`src/bcr_pkg.sv`:
```
// bcr_pkg: shared constants for the burst and front-end configuration bank
// assumes a 200 MHz core clock and a 32-bit Avalon-MM register port
package bcr_pkg;

	// ==========================================================
	// register indices (byte address is four times the index)
	localparam logic [7:0] IDX_GAIN5 = 8'h1A;
	localparam logic [7:0] IDX_START_GAIN = 8'h1B;
	localparam logic [7:0] IDX_TONE = 8'h1C;
	localparam logic [7:0] IDX_GAP = 8'h1D;
	localparam logic [7:0] IDX_PRESET1 = 8'h1E;
	localparam logic [7:0] IDX_PRESET2 = 8'h1F;
	localparam int ADDR_W = 8;
	localparam int REG_W = 8;
	localparam logic [7:0] REG_RESET = 8'h00;

	// ==========================================================
	// field positions
	localparam int GAIN5_LSB = 2;
	localparam int GAIN5_MSB = 7;
	localparam int SHIFT_BIT = 0;
	localparam int BW_LSB = 6;
	localparam int BW_MSB = 7;
	localparam int START_LSB = 0;
	localparam int START_MSB = 5;
	localparam int FILT_LSB = 4;
	localparam int FILT_MSB = 7;
	localparam int GAPC_LSB = 0;
	localparam int GAPC_MSB = 3;
	localparam int IFSEL_BIT = 7;
	localparam int DIAG_BIT = 6;
	localparam int XOFF_BIT = 5;
	localparam int PULSE_LSB = 0;
	localparam int PULSE_MSB = 4;
	localparam int NODE_LSB = 5;
	localparam int NODE_MSB = 7;

	// ==========================================================
	// tone arithmetic in units of 100 Hz: 0.2 kHz per step, 30 kHz base
	localparam logic [12:0] TONE_STEP_DHZ = 13'h0002;
	localparam logic [12:0] TONE_BASE_DHZ = 13'h012C;
	localparam logic [12:0] TONE_SHIFT_MUL = 13'h0006;
	localparam logic [7:0] TONE_CODE_MAX = 8'hFA;
	// bandwidth is 2 kHz per step plus one
	localparam logic [3:0] BW_STEP_KHZ = 4'h2;

	// ==========================================================
	// timing: steps in picoseconds, cycles derived from the clock
	localparam int CLK_PERIOD_PS = 5000;
	localparam int FILT_STEP_PS = 8000000;
	localparam int GAP_STEP_PS = 62500;

	// least time: round up to whole cycles
	function automatic logic [15:0] ps_to_cycles(input int unsigned ps);
		int unsigned c;
		c = (ps + CLK_PERIOD_PS - 1) / CLK_PERIOD_PS;
		return c[15:0];
	endfunction : ps_to_cycles

	localparam logic [15:0] FILT_STEP_CYC = ps_to_cycles(FILT_STEP_PS);

endpackage : bcr_pkg

```
`src/bcr_pulse_decode.sv`:
```
// bcr_pulse_decode: turns a preset pulse-count field into a pulse count
// assumes the field comes from a register on the same clock
`timescale 1ns/1ps
module bcr_pulse_decode
	import bcr_pkg::*;
#(
	parameter int CNT_W = 5
)
(
	// clock and reset
	input wire logic clk,
	input wire logic rst_b,
	// field in
	input wire logic [CNT_W-1:0] count_field,
	// decoded
	output logic [CNT_W-1:0] pulses_r,
	output logic single_first_r
);

	// ==========================================================
	// checks
	if (CNT_W != PULSE_MSB - PULSE_LSB + 1)
	begin : g_bad_width
		$error("pulse field width mismatch");
	end

	// ==========================================================
	// decode: zero means one lone pulse on the first driver only
	always_ff @(posedge clk or negedge rst_b)
	begin
		if (!rst_b)
		begin
			pulses_r <= '0;
			single_first_r <= 1'b0;
		end
		else
		begin
			single_first_r <= (count_field == '0); // see [RULE14]
			pulses_r <= (count_field == '0) ? CNT_W'(1) : count_field;
		end
	end

endmodule : bcr_pulse_decode

```
`src/bcr_regs.sv`:
```
// bcr_regs: burst and front-end configuration register bank
// assumes an Avalon-MM master on CLOCK; settings go to burst and AFE logic
//
// Contract
// [RULE1] bits 7:2 of gain5 register give point-five gain, half-dB steps plus one
// [RULE2] range shift set multiplies the computed burst tone by six
// [RULE3] bits 7:6 of start-gain register set bandpass width 2 kHz times (n+1)
// [RULE4] bits 5:0 of start-gain register give initial gain, half-dB times (n+1)
// [RULE5] burst tone equals 0.2 kHz times code plus 30 kHz
// [RULE6] software writes tone codes from 0 to 250 only
// [RULE7] comparator filter period is bits 7:4 times 8 microseconds
// [RULE8] pulse gap is bits 3:0 times 0.0625 microseconds
// [RULE9] preset1 bit 7 picks time-based (0) or one-wire serial (1) pin protocol
// [RULE10] preset1 bit 6 picks serial (0) or system (1) diagnostic page
// [RULE11] preset1 bit 5 set turns pin transceiver off, clear turns it on
// [RULE12] transceiver off bit acts only while time-based interface selected
// [RULE13] preset1 bits 4:0 set preset one burst pulse count
// [RULE14] pulse count zero means one single pulse on first driver only
// [RULE15] preset2 bits 4:0 set preset two pulse count, same zero meaning
// [RULE16] preset2 bits 7:5 hold the serial node address, reset zero
// [RULE17] all six registers reset to zero and read back as written
//
// Design decision made here: the Avalon-MM register port.
`timescale 1ns/1ps
module bcr_regs
	import bcr_pkg::*;
#(
	parameter int DATA_W = 32
)
(
	// clock and reset
	input wire logic CLOCK,
	input wire logic RST_B,
	// avalon-mm slave
	input wire logic [ADDR_W-1:0] ADDRESS,
	input wire logic READ,
	input wire logic WRITE,
	input wire logic [DATA_W-1:0] WRITEDATA,
	input wire logic [DATA_W/8-1:0] BYTEENABLE,
	output logic [DATA_W-1:0] READDATA,
	output logic WAITREQUEST,
	// receive gain settings in half-dB units above the range offset, bandpass width in kHz
	output logic [6:0] GAIN_POINT_FIVE,
	output logic [6:0] START_GAIN,
	output logic [3:0] BANDPASS_WIDTH_KHZ,
	// burst tone
	output logic RANGE_SHIFT_X6,
	output logic [15:0] BURST_TONE_DHZ,
	output logic BURST_TONE_CODE_VALID,
	// timing in clock cycles
	output logic [15:0] COMPARATOR_FILTER_CYCLES,
	output logic [15:0] PULSE_GAP_CYCLES,
	// pin and diagnostics
	output logic PIN_IF_ONE_WIRE,
	output logic DIAG_PAGE_SYSTEM,
	output logic PIN_TRANSCEIVER_EN,
	// presets
	output logic [4:0] PRESET1_PULSE_COUNT,
	output logic PRESET1_SINGLE_FIRST,
	output logic [4:0] PRESET2_PULSE_COUNT,
	output logic PRESET2_SINGLE_FIRST,
	output logic [2:0] NODE_ADDRESS
);

	// ==========================================================
	// elaboration checks
	if (DATA_W != 32)
	begin : g_bad_data
		$error("register port must be 32 bits wide");
	end
	if (PULSE_MSB - PULSE_LSB + 1 != 5)
	begin : g_bad_pulse
		$error("preset pulse field must be five bits");
	end
	if (NODE_MSB - NODE_LSB + 1 != 3)
	begin : g_bad_node
		$error("node address field must be three bits");
	end

	// ==========================================================
	// bus handshake
	typedef enum logic [1:0] {
		BCR_IDLE = 2'b01,
		BCR_ACK = 2'b10
	} bcr_state_t;

	bcr_state_t state_r;
	bcr_state_t state_nxt;
	logic [7:0] gain5_r;
	logic [7:0] start_gain_r;
	logic [7:0] tone_r;
	logic [7:0] gap_r;
	logic [7:0] preset1_r;
	logic [7:0] preset2_r;
	logic [7:0] rd_byte;
	logic [7:0] idx;
	logic hit;
	logic do_write;
	logic [DATA_W-1:0] readdata_r;
	logic waitrequest_r;

	// register index from an aligned byte address
	assign idx = {2'b00, ADDRESS[ADDR_W-1:2]};

	// the answer comes one cycle after the request is seen; the extra
	// cycle keeps read data on a flop instead of a mux off the address
	always_comb
	begin
		state_nxt = state_r;
		case (state_r)
			BCR_IDLE:
				if (READ || WRITE)
					state_nxt = BCR_ACK;
			BCR_ACK:
				state_nxt = BCR_IDLE;
			default:
				state_nxt = BCR_IDLE;
		endcase
	end

	always_ff @(posedge CLOCK or negedge RST_B)
	begin
		if (!RST_B)
			state_r <= BCR_IDLE;
		else
			state_r <= state_nxt;
	end

	always_ff @(posedge CLOCK or negedge RST_B)
	begin
		if (!RST_B)
			waitrequest_r <= 1'b1;
		else
			waitrequest_r <= !(state_r == BCR_IDLE && (READ || WRITE));
	end

	// write commits at the edge where the master sees waitrequest low
	assign do_write = (state_r == BCR_ACK) && WRITE && BYTEENABLE[0];

	// ==========================================================
	// read decode; unmapped addresses read zero, writes to them drop
	always_comb
	begin
		rd_byte = 8'h00;
		hit = 1'b1;
		if (idx == IDX_GAIN5)
			rd_byte = gain5_r;
		else if (idx == IDX_START_GAIN)
			rd_byte = start_gain_r;
		else if (idx == IDX_TONE)
			rd_byte = tone_r;
		else if (idx == IDX_GAP)
			rd_byte = gap_r;
		else if (idx == IDX_PRESET1)
			rd_byte = preset1_r;
		else if (idx == IDX_PRESET2)
			rd_byte = preset2_r;
		else
			hit = 1'b0;
	end

	always_ff @(posedge CLOCK or negedge RST_B)
	begin
		if (!RST_B)
			readdata_r <= 32'h0000_0000;
		else if (state_r == BCR_IDLE && READ)
			readdata_r <= hit ? {24'h00_0000, rd_byte} : 32'h0000_0000; // see [RULE17]
	end

	// bus outputs come straight from flops, never from the address mux
	assign READDATA = readdata_r;
	assign WAITREQUEST = waitrequest_r;

	// ==========================================================
	// storage: every bit including the reserved one reads back
	// a write with the low byte lane off is dropped as a whole
	always_ff @(posedge CLOCK or negedge RST_B)
	begin
		if (!RST_B)
		begin
			gain5_r <= REG_RESET; // see [RULE17]
			start_gain_r <= REG_RESET;
			tone_r <= REG_RESET;
			gap_r <= REG_RESET;
			preset1_r <= REG_RESET;
			preset2_r <= REG_RESET;
		end
		else if (do_write)
		begin
			if (idx == IDX_GAIN5)
				gain5_r <= WRITEDATA[7:0]; // see [RULE17]
			else if (idx == IDX_START_GAIN)
				start_gain_r <= WRITEDATA[7:0];
			else if (idx == IDX_TONE)
				tone_r <= WRITEDATA[7:0];
			else if (idx == IDX_GAP)
				gap_r <= WRITEDATA[7:0];
			else if (idx == IDX_PRESET1)
				preset1_r <= WRITEDATA[7:0];
			else if (idx == IDX_PRESET2)
				preset2_r <= WRITEDATA[7:0];
		end
	end

	// ==========================================================
	// gain and filter settings; range offset is added downstream
	always_ff @(posedge CLOCK or negedge RST_B)
	begin
		if (!RST_B)
		begin
			GAIN_POINT_FIVE <= 7'h00;
			START_GAIN <= 7'h00;
			BANDPASS_WIDTH_KHZ <= 4'h0;
		end
		else
		begin
			GAIN_POINT_FIVE <= {1'b0, gain5_r[GAIN5_MSB:GAIN5_LSB]}
				+ 7'h01; // see [RULE1]
			START_GAIN <= {1'b0, start_gain_r[START_MSB:START_LSB]}
				+ 7'h01; // see [RULE4]
			BANDPASS_WIDTH_KHZ <= 4'(BW_STEP_KHZ
				* ({2'b00, start_gain_r[BW_MSB:BW_LSB]} + 4'h1)); // see [RULE3]
		end
	end

	// ==========================================================
	// burst tone
	// the tone path is two flops deep, a cycle behind the plain settings
	logic [15:0] tone_dhz;
	logic tone_valid;

	bcr_tone_calc u_tone (
		.clk(CLOCK),
		.rst_b(RST_B),
		.tone_code(tone_r),
		.shift_x6(gain5_r[SHIFT_BIT]),
		.tone_dhz_r(tone_dhz),
		.code_valid_r(tone_valid)
	);

	always_ff @(posedge CLOCK or negedge RST_B)
	begin
		if (!RST_B)
		begin
			RANGE_SHIFT_X6 <= 1'b0;
			BURST_TONE_DHZ <= 16'h0000;
			BURST_TONE_CODE_VALID <= 1'b0;
		end
		else
		begin
			RANGE_SHIFT_X6 <= gain5_r[SHIFT_BIT]; // see [RULE2]
			BURST_TONE_DHZ <= tone_dhz; // see [RULE5]
			BURST_TONE_CODE_VALID <= tone_valid; // see [RULE6]
		end
	end

	// ==========================================================
	// comparator filter and pulse gap, converted to cycles
	// gap steps are 12.5 cycles; rounding up keeps the gap a true minimum
	function automatic logic [15:0] gap_cycles(input logic [3:0] code);
		int unsigned ps;
		ps = GAP_STEP_PS * code;
		return ps_to_cycles(ps);
	endfunction : gap_cycles

	always_ff @(posedge CLOCK or negedge RST_B)
	begin
		if (!RST_B)
		begin
			COMPARATOR_FILTER_CYCLES <= 16'h0000;
			PULSE_GAP_CYCLES <= 16'h0000;
		end
		else
		begin
			COMPARATOR_FILTER_CYCLES <= 16'(FILT_STEP_CYC
				* {12'h000, gap_r[FILT_MSB:FILT_LSB]}); // see [RULE7]
			PULSE_GAP_CYCLES <= gap_cycles(gap_r[GAPC_MSB:GAPC_LSB]); // see [RULE8]
		end
	end

	// ==========================================================
	// pin interface and diagnostic page
	always_ff @(posedge CLOCK or negedge RST_B)
	begin
		if (!RST_B)
		begin
			PIN_IF_ONE_WIRE <= 1'b0;
			DIAG_PAGE_SYSTEM <= 1'b0;
			PIN_TRANSCEIVER_EN <= 1'b1;
		end
		else
		begin
			PIN_IF_ONE_WIRE <= preset1_r[IFSEL_BIT]; // see [RULE9]
			DIAG_PAGE_SYSTEM <= preset1_r[DIAG_BIT]; // see [RULE10]
			// the off bit is ignored once the one-wire serial mode is on
			PIN_TRANSCEIVER_EN <= !(preset1_r[XOFF_BIT]
				&& !preset1_r[IFSEL_BIT]); // see [RULE11] see [RULE12]
		end
	end

	// ==========================================================
	// preset pulse counts
	// a zero field becomes one pulse; the flag steers it to the first driver
	logic [4:0] p1_pulses;
	logic p1_single;
	logic [4:0] p2_pulses;
	logic p2_single;

	bcr_pulse_decode #(.CNT_W(5)) u_p1 (
		.clk(CLOCK),
		.rst_b(RST_B),
		.count_field(preset1_r[PULSE_MSB:PULSE_LSB]), // see [RULE13]
		.pulses_r(p1_pulses),
		.single_first_r(p1_single)
	);

	bcr_pulse_decode #(.CNT_W(5)) u_p2 (
		.clk(CLOCK),
		.rst_b(RST_B),
		.count_field(preset2_r[PULSE_MSB:PULSE_LSB]), // see [RULE15]
		.pulses_r(p2_pulses),
		.single_first_r(p2_single)
	);

	always_ff @(posedge CLOCK or negedge RST_B)
	begin
		if (!RST_B)
		begin
			PRESET1_PULSE_COUNT <= 5'h00;
			PRESET1_SINGLE_FIRST <= 1'b0;
			PRESET2_PULSE_COUNT <= 5'h00;
			PRESET2_SINGLE_FIRST <= 1'b0;
			NODE_ADDRESS <= 3'h0;
		end
		else
		begin
			PRESET1_PULSE_COUNT <= p1_pulses; // see [RULE13]
			PRESET1_SINGLE_FIRST <= p1_single; // see [RULE14]
			PRESET2_PULSE_COUNT <= p2_pulses; // see [RULE15]
			PRESET2_SINGLE_FIRST <= p2_single; // see [RULE14]
			NODE_ADDRESS <= preset2_r[NODE_MSB:NODE_LSB]; // see [RULE16]
		end
	end

endmodule : bcr_regs

```
`src/bcr_tone_calc.sv`:
```
// bcr_tone_calc: burst tone frequency in 100 Hz units from the code
// assumes code and shift come from registers on the same clock
`timescale 1ns/1ps
module bcr_tone_calc
	import bcr_pkg::*;
(
	// clock and reset
	input wire logic clk,
	input wire logic rst_b,
	// settings
	input wire logic [7:0] tone_code,
	input wire logic shift_x6,
	// result
	output logic [15:0] tone_dhz_r,
	output logic code_valid_r
);

	logic [12:0] base_dhz;

	// ==========================================================
	// 0.2 kHz per step plus 30 kHz; 13 bits hold 255 * 2 + 300
	assign base_dhz = TONE_STEP_DHZ * {5'h00, tone_code}
		+ TONE_BASE_DHZ; // see [RULE5]

	always_ff @(posedge clk or negedge rst_b)
	begin
		if (!rst_b)
		begin
			tone_dhz_r <= 16'h0000;
			code_valid_r <= 1'b0;
		end
		else
		begin
			// range shift multiplies the computed tone by six
			if (shift_x6)
				tone_dhz_r <= 16'(base_dhz * TONE_SHIFT_MUL); // see [RULE2]
			else
				tone_dhz_r <= {3'h0, base_dhz}; // see [RULE2]
			// codes above the top are software's fault; flag, do not clamp
			code_valid_r <= (tone_code <= TONE_CODE_MAX); // see [RULE6]
		end
	end

endmodule : bcr_tone_calc
```
`config.mk`:
```
export PLATFORM = sky130hd
export DESIGN_NAME = bcr_regs
export DESIGN_NICKNAME = d
export VERILOG_FILES = /design/src/bcr_pkg.sv /design/src/bcr_pulse_decode.sv /design/src/bcr_regs.sv /design/src/bcr_tone_calc.sv
export SDC_FILE = /design/constraint.sdc
export NUM_CORES = 1
export LEC_CHECK = 0
export BUFFER_PORTS_ARGS = -buffer_cell sky130_fd_sc_hd__buf_2
export CORE_UTILIZATION = 35
export CTS_CLUSTER_DIAMETER = 120
export DETAILED_ROUTE_END_ITERATION = 10
export PLACE_DENSITY = 0.52
export SYNTH_ARGS = -nofsm -noshare
export SYNTH_HDL_FRONTEND = slang
export SYNTH_SLANG_ARGS = --single-unit
```
`constraint.sdc`:
```
create_clock -name CLOCK -period 11.35 [get_ports CLOCK]
set_input_delay 1.7025 -clock CLOCK [delete_from_list [all_inputs] [get_ports CLOCK]]
set_output_delay 1.7025 -clock CLOCK [all_outputs]
set_load 0.03 [all_outputs]
```
Word-level counts from Yosys, hierarchy flattened
Cells that the tools add are included.

word-level totals
  output and inout port bits = 119
  latch bits = 0
  bits of input ports = 48
  word-level logic and storage cells = 91
  RAM bits = 0
  bits in read-only memories = 0
  memories = 0
  register bits after elaboration = 190

cells by class
  shifts and indexed selects = 0
  mux-type cells = 18
  bitwise gates (word level) = 5
  div/mod/pow operators = 1
  reductions and logical operators = 17
  add/sub/neg operators = 6
  equality and inequality tests = 9
  multipliers = 3
  magnitude comparators = 1

operators with widths
  cell                                                    number
  two-way mux 8 bit                                       7
  == test 6 x 5 -> 1 bit (second input constant)          6
  divider 32 x 13 -> 32 bit (second input constant)       1
  subtractor 21 x 1 -> 22 bit (second input constant)     1
  adder 20 x 13 -> 21 bit (second input constant)         1
  multiplier 14 x 4 -> 18 bit (first input constant)      1
  two-way mux 16 bit                                      1
  multiplier 13 x 2 -> 15 bit (second input constant)     1
  adder 6 x 1 -> 7 bit (second input constant)            2
  adder 9 x 9 -> 10 bit (second input constant)           1
  logical NOT 5 bit                                       2
  two-way mux 5 bit                                       2
  multiplier 5 x 4 -> 9 bit (first input constant)        1
  less-or-equal comparator 8 bit (second input constant)  1
  AND reduction 7 bit                                     1
  two-way mux 1 bit                                       6
  AND reduction 6 bit                                     1
  logical AND 1 bit                                       5
  inverter 1 bit                                          5
  AND reduction 5 bit                                     1
  two-way mux 2 bit                                       2
  AND reduction 4 bit                                     1
  adder 2 x 1 -> 3 bit (second input constant)            1
  logical NOT 1 bit                                       3
  other kinds (6)                                         6

Depth between registers and ports, before layout
Gate-level depths: netlist (run 1).

  depth in word-level cells = 8
  mapped depth = 35
  mapped depth without buffers = 32

Modules after synthesis
From an unflattened synthesis (run 1), not the netlist that was laid out.

unflattened totals
  cells, all modules = 1059
  area, all modules = 10576.4 sq um

by module, submodules not included
  module            area an instance (sq um)  cells an instance  times used
  bcr_regs          8902.3                    887                1
  bcr_tone_calc     1283.7                    146                1
  bcr_pulse_decode  195.2                     13                 2

Least setup slack after synthesis (run 1)
Ideal clock, no wire load.

  path type = register to register
  from = reg gap_r[1]
  to = reg PULSE_GAP_CYCLES[1]
  library setup time = 132 ps
  path buffers = 1
  setup slack = 3060 ps
  data required time = 11218 ps
  clock period less this slack = 8290 ps
  arrival time = 8158 ps
  cell stages (with the launch flop) = 31
  path through = dfrtp_1 -> fa_1 -> fa_1 -> ha_1 -> o21ai_1 -> o2111a_1 -> or4_1 -> buf_6 -> mux2i_4 -> o221ai_4 -> a221oi_2 -> mux2i_1 -> nor2_1 -> or3_4 -> a21o_1 -> a31oi_4 -> mux2_4 -> a31oi_4 -> inv_2 -> o2111ai_2 -> a2111oi_4 -> a211o_2 -> a31oi_4 -> inv_4 -> a31oi_4 -> xnor2_1 -> nand3_1 -> a41o_2 -> mux2i_1 -> a2111oi_2 -> o211ai_1

between the ends
  longest elaborated chain between the ends = 4

RTL lines
  item                         line             text
  from (decl)                  bcr_regs.sv:92   logic [7:0] gap_r;
  from (signal assigned)       bcr_regs.sv:197  gap_r <= WRITEDATA[7:0];
  multiplier 14 x 4 -> 18 bit  bcr_regs.sv:262  ps = GAP_STEP_PS * code;
  adder 20 x 13 -> 21 bit      bcr_pkg.sv:56    c = (ps + CLK_PERIOD_PS - 1) / CLK_PERIOD_PS;
  subtractor 21 x 1 -> 22 bit  bcr_pkg.sv:56
  divider 32 x 13 -> 32 bit    bcr_pkg.sv:56
  to (signal assigned)         bcr_regs.sv:277  PULSE_GAP_CYCLES <= gap_cycles(gap_r[GAPC_MSB:GAPC_LSB]);
  to (decl)                    bcr_regs.sv:52   output logic [15:0] PULSE_GAP_CYCLES,

No other way between the ends.
A chain may end at the register's enable or synchronous reset.

Worst setup path after layout (run 1)
Ends and elaborated chain as after synthesis.

==> results of run 1 <==
==> flip-flops by register name, indices dropped and copies added, names as in the netlist, 7 cells and up <==
register,flops
BURST_TONE_DHZ,12
GAIN_POINT_FIVE,7
preset2_r,8
COMPARATOR_FILTER_CYCLES,9
preset1_r,8
gain5_r,8
START_GAIN,7
PULSE_GAP_CYCLES,9
tone_r,8
u_tone.tone_dhz_r,12
start_gain_r,8
gap_r,8
READDATA,8
==> worst min-delay path by stage <==
stage                             end  cells past startpoint
2_1_floorplan   BURST_TONE_CODE_VALID                      0
3_3_place_gp        BURST_TONE_DHZ[6]                      0
5_1_grt         BURST_TONE_CODE_VALID                      0
6_report       PRESET1_PULSE_COUNT[1]                      0
3_5_place_dp    BURST_TONE_CODE_VALID                      0
4_1_cts         BURST_TONE_CODE_VALID                      0
==> Yosys cell counts, types with 13 or more instances <==
cell type  number  area share
buf_4          45       0.034
a21oi_1        37       0.019
nand3_1        35       0.018
xor2_1         20       0.018
xnor2_1        54       0.048
ha_1           42       0.054
mux2i_1        19       0.019
clkbuf_1       23      0.0088
dfrtp_1       148        0.38
nand2b_1       13      0.0083
o211ai_1       13       0.010
nand4_1        13      0.0083
nor2_1         72       0.028
inv_1          31       0.012
nor3_1         15      0.0077
nand2_1        72       0.028
o21ai_0        45       0.023
mux2_2         45       0.052
==> layer usage <==
metal / share of wire / wire length [um] / global-route usage / vias up
met4: 0.014 / 328 / 0.04818 / 0
met1: 0.48 / 11060 / 0.2235 / 3553
met3: 0.025 / 573 / 0.02425 / 23
li1: - / - / - / 3591
met2: 0.48 / 10870 / 0.2709 / 134
met5: 0 / 0 / 0 / -
==> metrics by stage <==
stage	cell area [um2]	util	hold WS, ns
global placement	10450	0.3843	0.3341
floorplan	9950	-	0.3312
global route	11070	0.4074	0.3524
CTS	11070	0.4074	0.3494
detailed placement	10450	0.3843	0.3347
finish	11070	0.4074	0.3486
==> critical path, delay by kind of cell, from the launching register on <==
kind,cells,cell delay (ns)
XOR/XNOR,1,0.20
multiplexers,4,1.44
AND/OR/NAND/NOR,5,1.67
flip-flops,1,0.79
adder cells (fa/ha/maj),3,1.30
AO/OA/AOI/OAI,14,4.09
buffers and inverters,2,0.22
==> cell type report <==
type,instances,area [um2],area share
Multi-Input combinational cell,751,5564,0.5026
Clock buffer,17,425.4,0.03843
Inverter,33,126.4,0.01142
Timing Repair Buffer,98,506.7,0.04577
Sequential cell,151,3782,0.3417
Clock inverter,15,200.2,0.01808
Tap cell,372,465.4,0.04204
==> cell families after synthesis <==
kind of cell / Yosys count
muxes: 74
buffers and inverters: 111
AOI/OAI and AO/OA: 224
and+or+nand+nor: 285
adders and majority gates: 48
other: 1
DFF: 151
xor gates and xnor gates: 77
==> reports/qor.txt, run 1 <==
Max Clk Rate -> 101.2 MHz
final setup violation count -> 0
Worst EP required -> 11.65 ns
clock slew at the register clock pins of the worst setup and hold paths -> 0.07 ns
n_diodes -> 0
remaining antenna violation count -> 0
routed via count -> 7301
Synth Instances -> 971
routed len/inst -> 15.89 um
post-synthesis compound-gate area fraction -> 0.1760
Site Rows -> 60
CP Launch Point -> gap_r[1]
Max FO, Critical Path -> 18
CP endpoint kind -> flip-flop
worst-skew pair later-pin latency -> 0.43 ns
Clock Skew -> 0.01075 ns
fin. max-slew vios -> 0
xor/xnor cell area share of the yosys netlist -> 0.07232
Synth Register Bits -> 151
CTS tree -> done
Vias per Instance -> 5.081
largest family of logic cells by synthesized area -> compound AO/OA/AOI/OAI gates
MaxCap Viol Count -> 0
status -> finished clean
Mapped Avg Cell Area -> 10.08 um2
Warnings, synthesis -> 0
post-CTS setup repair buffer count -> 0
hold_sp -> u_p1.pulses_r[1]
fill count -> 2783
PostCTS Resize Cnt -> 0
die footprint -> 28650 um2
most frequent cells in the layout -> dfrtp_1 (148), buf_2 (93), nand2_1 (72), nor2_1 (72), xnor2_1 (54)
FFs w/ async S/R, synth -> 1.000
hpwl dp -> 17.33 mm
IO buf count -> 94
DRC viols -> 0
proportion of synthesized area in mux cells -> 0.09175
total CTS buffers -> 17
reg2reg end -> PULSE_GAP_CYCLES[1]
CP max stage cell -> dfrtp_1
die width -> 169.3 um
Worst EP arrival -> 10.18 ns
Initial DRC Count -> 442
HP Class -> reg -> reg
hold_buf cts -> 0
TritonRoute pass-1 iters -> 5
actual slew at the worst max-slew pin -> 0.8846 ns
CP peak stage delay -> 0.79 ns
# IOs -> 167
GRT Util Overall -> 0.1645
fin nets -> 1148
Core Box Area -> 27180 um2
Area Growth Syn to Fin -> 13.06%
Final min period -> 9.882 ns
final WL -> 22.83 mm
r2r worst-path depth -> 29
RePlAce Congestion -> 0.8105
Synth Flop Type -> dfrtp_1
setup ws final -> 1.468 ns
most common cell after layout, fill and taps aside -> dfrtp_1
share of layout cells above drive strength 1 -> 0.2225
Startpoint Class -> flip-flop
synthesized cell area -> 9792 um2
H-tree level count -> 4
Non-Filler Instances -> 1437
Max Buffers Root-to-Sink -> 2
Initial Utilization -> 0.3603
clk root buf -> clkbuf_16
area share of and/or/nand/nor cells after synthesis -> 0.1458
Synth cell types -> 101
worst reg2reg startpoint -> gap_r[1]
Setup TNS -> 0 ns
crit path to -> PULSE_GAP_CYCLES[1]
worst reg2reg setup slack -> 1.47 ns
GR Overflow Total -> 0
Post-synth EDFFs -> 0
WS Path Type -> reg -> reg
RSZ-0062 raised after global routing -> false
synthesized-area fraction occupied by adder cells -> 0.06593
post-synthesis sequential area ratio -> 0.3863
first-pass GRT wire length -> 37.34 mm
Fin. Hold Viols -> 0
CTS sink cnt -> 151
vias in the first global route -> 6989
initial antenna violation count -> 0
largest net degree at the start of global routing -> 85
placed insts -> 1405
Die H -> 169.3 um
Crit path top cell by count -> a31oi_4
pre-CTS setup slack -> 1.475 ns
Final Cycle Share -> 0.8707
Max-slew headroom -> 0.4102
Power of run 1 is left out: the tool's default activity adds up to more than one toggle a clock period on the data nets, which glitch-free logic cannot reach.
==> run 2, diff against run 1 <==
--- a/config.mk
+++ b/config.mk
@@ -9,7 +9,6 @@
 export CORE_UTILIZATION = 35
 export CTS_CLUSTER_DIAMETER = 120
 export DETAILED_ROUTE_END_ITERATION = 10
-export PLACE_DENSITY = 0.52
 export SYNTH_ARGS = -nofsm -noshare
 export SYNTH_HDL_FRONTEND = slang
 export SYNTH_SLANG_ARGS = --single-unit
==> reports/qor.txt, run 2 (same netlist as run 1, synthesis figures left out) <==
status -> finished clean
H-tree level count -> 4
Max FO, Critical Path -> 18
placed insts -> 1404
routed len/inst -> 16.13 um
routed via count -> 7447
final instance area -> 11030 um2
fin nets -> 1147
Post-Place Cell Area -> 10440 um2
Initial Utilization -> 0.3603
Startpoint Class -> flip-flop
final WL -> 23.16 mm
Final Cycle Share -> 0.8666
Max Clk Rate -> 101.7 MHz
CP endpoint kind -> flip-flop
final setup violation count -> 0
r2r worst-path depth -> 31
DRC viols -> 0
vias in the first global route -> 6879
most frequent cells in the layout -> dfrtp_1 (148), buf_2 (93), nand2_1 (72), nor2_1 (72), xnor2_1 (54)
clk root buf -> clkbuf_16
hold_buf cts -> 0
worst hold path endpoint -> BURST_TONE_DHZ[3]
GRT Util Overall -> 0.1648
die width -> 169.3 um
remaining antenna violation count -> 0
Vias per Instance -> 5.186
Worst EP required -> 11.64 ns
Worst EP arrival -> 10.12 ns
Initial DRC Count -> 469
fin. max-slew vios -> 0
largest net degree at the start of global routing -> 111
CP peak stage delay -> 0.73 ns
GR Overflow Total -> 0
Core Box Area -> 27180 um2
fill count -> 2687
Site Rows -> 60
Non-Filler Instances -> 1436
most common cell after layout, fill and taps aside -> dfrtp_1
Fin. Hold Viols -> 0
# IOs -> 167
worst reg2reg startpoint -> gap_r[1]
TritonRoute pass-1 iters -> 7
clock slew at the register clock pins of the worst setup and hold paths -> 0.07 ns
die footprint -> 28650 um2
Max Buffers Root-to-Sink -> 2
worst hold slack -> 0.3450 ns
Setup TNS -> 0 ns
CTS sink cnt -> 151
reg2reg end -> PULSE_GAP_CYCLES[1]
RePlAce Congestion -> 0.8544
actual slew at the worst max-slew pin -> 0.9822 ns
HP Class -> reg -> reg
PostCTS Resize Cnt -> 0
IO buf count -> 94
Clock Skew -> 0.009713 ns
Area Growth Syn to Fin -> 12.61%
Max-slew headroom -> 0.3452
first-pass GRT wire length -> 37.14 mm
MaxCap Viol Count -> 0
Die H -> 169.3 um
post-CTS setup repair buffer count -> 0
Crit path top cell by count -> a31oi_4
worst hold path stage count -> 0
WS Path Type -> reg -> reg
hold_sp -> u_tone.tone_dhz_r[3]
initial antenna violation count -> 0
hpwl dp -> 17.52 mm
Final min period -> 9.836 ns
total CTS buffers -> 17
CTS tree -> done
share of layout cells above drive strength 1 -> 0.2218
CP max stage cell -> dfrtp_1
Top Registers -> BURST_TONE_DHZ x12, u_tone.tone_dhz_r x12
RSZ-0062 raised after global routing -> false
FF/Latch Area -> 3782 um2
n_diodes -> 0
worst-skew pair later-pin latency -> 0.42 ns
area of the multi-input gates -> 5564 um2
worst reg2reg setup slack -> 1.51 ns
## run 2: cell types whose count changed in the layout (fill, tap and decap cells not counted), sizes merged
cell	change
clkbuf	+1
clkinv	-2
buf	-1
inv	+1
## run 2: critical path, delay by kind of cell, from the launching register on
kind | cells | cell delay (ns)
multiplexers | 2 | 0.52
flip-flops | 1 | 0.73
adder cells (fa/ha/maj) | 3 | 1.38
AND/OR/NAND/NOR | 4 | 0.90
XOR/XNOR | 2 | 0.49
buffers and inverters | 3 | 0.30
AO/OA/AOI/OAI | 17 | 5.33
## run 2: through the flow
step	setup WS [ns]	util
floorplan	3.060	-
global placement	1.612	0.3841
detailed placement	1.563	0.3841
CTS	1.499	0.4058
global route	0.7121	0.4058
finish	1.514	0.4058
## run 2: cell type report
type	instances	share of cell area
multi-input combinational	751	0.5046
sequential	151	0.3430
timing repair buffer	97	0.04527
tap	372	0.04221
clock buffer	18	0.03983
clock inverter	14	0.01362
inverter	33	0.01146
## run 2: worst max path at each step
stage	from	to	slack, ns	depth (start not counted)
after global routing	gap_r[1]	PULSE_GAP_CYCLES[1]	0.71	29
final	gap_r[1]	PULSE_GAP_CYCLES[1]	1.51	31
after CTS	gap_r[1]	PULSE_GAP_CYCLES[1]	1.50	29
after floorplan	gap_r[1]	PULSE_GAP_CYCLES[1]	3.06	30
after global placement	gap_r[1]	PULSE_GAP_CYCLES[1]	1.61	29
after detailed placement	gap_r[1]	PULSE_GAP_CYCLES[1]	1.56	30
## run 2: metal layers
layer / track usage / wire (um)
met5: 0 / 0
met1: 0.2296 / 10930
met4: 0.04230 / 291
met3: 0.02565 / 855
met2: 0.2661 / 11080
Power of run 2 is left out for the same reason.
==> run 3, diff against run 2 <==
--- a/config.mk
+++ b/config.mk
@@ -6,9 +6,11 @@
 export NUM_CORES = 1
 export LEC_CHECK = 0
 export BUFFER_PORTS_ARGS = -buffer_cell sky130_fd_sc_hd__buf_2
-export CORE_UTILIZATION = 35
+export CORE_UTILIZATION = 57
 export CTS_CLUSTER_DIAMETER = 120
 export DETAILED_ROUTE_END_ITERATION = 10
+export PLACE_DENSITY = 0.81
+export SLEW_MARGIN = 20
 export SYNTH_ARGS = -nofsm -noshare
 export SYNTH_HDL_FRONTEND = slang
 export SYNTH_SLANG_ARGS = --single-unit
==> reports/qor.txt, run 3 (same netlist as run 1, synthesis figures left out) <==
setup ws final -> 1.326 ns
reg2reg end -> PULSE_GAP_CYCLES[1]
Initial DRC Count -> 601
WS Path Type -> reg -> reg
Clock Skew -> 0.01037 ns
worst-skew pair later-pin latency -> 0.43 ns
GRT Util Overall -> 0.2608
placed insts -> 1251
Max Buffers Root-to-Sink -> 2
WP buf/inv -> 1
area of the multi-input gates -> 5564 um2
IO buf count -> 94
HP Class -> reg -> reg
total CTS buffers -> 17
Die H -> 133.1 um
FF/Latch Area -> 3782 um2
Fin. Hold Viols -> 0
Worst path depth -> 29
clk root buf -> clkbuf_16
worst hold path stage count -> 0
Site Rows -> 47
first-pass GRT wire length -> 36.71 mm
CP endpoint kind -> flip-flop
most common cell after layout, fill and taps aside -> dfrtp_1
GR Overflow Total -> 0
H-tree level count -> 4
hold_buf cts -> 0
worst reg2reg setup slack -> 1.33 ns
DRC viols -> 0
actual slew at the worst max-slew pin -> 0.9639 ns
largest net degree at the start of global routing -> 81
worst reg2reg startpoint -> gap_r[1]
Max-slew headroom -> 0.3574
final setup violation count -> 0
CP peak stage delay -> 0.75 ns
Final min period -> 10.02 ns
hpwl dp -> 15.84 mm
# IOs -> 167
Startpoint Class -> flip-flop
final WL -> 22.56 mm
Non-Filler Instances -> 1283
RSZ-0062 raised after global routing -> false
MaxCap Viol Count -> 0
most frequent cells in the layout -> dfrtp_1 (148), buf_2 (93), nand2_1 (72), nor2_1 (72), xnor2_1 (54)
Max Clk Rate -> 99.76 MHz
fin nets -> 1146
fin. max-slew vios -> 0
initial antenna violation count -> 0
worst hold path endpoint -> BURST_TONE_DHZ[5]
Vias per Instance -> 5.949
Area Growth Syn to Fin -> 10.66%
post-CTS setup repair buffer count -> 0
CTS sink cnt -> 151
RePlAce Congestion -> 0.9196
TritonRoute pass-1 iters -> 7
routed via count -> 7633
clock slew at the register clock pins of the worst setup and hold paths -> 0.07 ns
Final Cycle Share -> 0.8832
Top delay family on crit path -> compound AO/OA/AOI/OAI gates
PostCTS Resize Cnt -> 0
Initial Utilization -> 0.5863
r2r worst-path depth -> 29
Setup TNS -> 0 ns
pre-CTS setup slack -> 1.576 ns
fill count -> 1276
routed len/inst -> 17.59 um
vias in the first global route -> 7303
CP max stage cell -> xnor2_1
CTS tree -> done
remaining antenna violation count -> 0
Max FO, Critical Path -> 14
Core Box Area -> 16700 um2
die footprint -> 17710 um2
Top Registers -> BURST_TONE_DHZ x12, u_tone.tone_dhz_r x12
n_diodes -> 0
die width -> 133.1 um
status -> finished clean
share of layout cells above drive strength 1 -> 0.2211
hold_sp -> u_tone.tone_dhz_r[5]
Worst EP required -> 11.64 ns
Worst EP arrival -> 10.31 ns
[run 3: changes by cell type in the layout (fill, tap and decap cells not counted)]
cell and delta:
clkinvlp_4 +1, clkbuf_8 -1, clkinv_2 -1, clkinv_8 +3
clkinv_4 -3, inv_6 -1, inv_8 +3, buf_4 -1
bufinv_16 -1
[run 3: per-stage QoR]
step | cell area [um2] | hold slack, ns | utilization
2_1_floorplan | 9950 | 0.3312 | -
3_3_place_gp | 10240 | 0.3317 | 0.6131
3_5_place_dp | 10240 | 0.3347 | 0.6131
4_1_cts | 10840 | 0.3403 | 0.6488
5_1_grt | 10840 | 0.3540 | 0.6488
6_report | 10840 | 0.3382 | 0.6488
[run 3: worst max path at each step]
stage	start	endpoint
after floorplan	gap_r[1]	PULSE_GAP_CYCLES[1]
after global placement	gap_r[1]	PULSE_GAP_CYCLES[1]
after detailed placement	gap_r[1]	PULSE_GAP_CYCLES[1]
after CTS	gap_r[1]	PULSE_GAP_CYCLES[1]
after global routing	gap_r[1]	PULSE_GAP_CYCLES[1]
final	gap_r[1]	PULSE_GAP_CYCLES[1]
[run 3: final cells by class]
type,instances,share of cell area
clock buffer,17,0.03926
timing repair buffer,96,0.04538
clock inverter,15,0.01570
sequential,151,0.3491
tap,220,0.02540
multi-input combinational,751,0.5135
inverter,33,0.01166
[run 3: worst register-to-register path: cells and delay by family (launching register included)]
family	cells	cell delay, ns
AOI/OAI and AO/OA	15	4.29
xor gates and xnor gates	1	0.75
adders and majority gates	3	1.32
buffers and inverters	1	0.15
DFF	1	0.71
muxes	2	0.68
and+or+nand+nor	7	1.98
[run 3: layer usage]
metal	up-vias	wire length, um	global-route usage
li1	3595	-	-
met1	3721	9346	0.3315
met2	279	11460	0.4555
met3	38	1300	0.04176
met4	0	461	0.07918
met5	-	0	0
Power of run 3 is left out for the same reason.
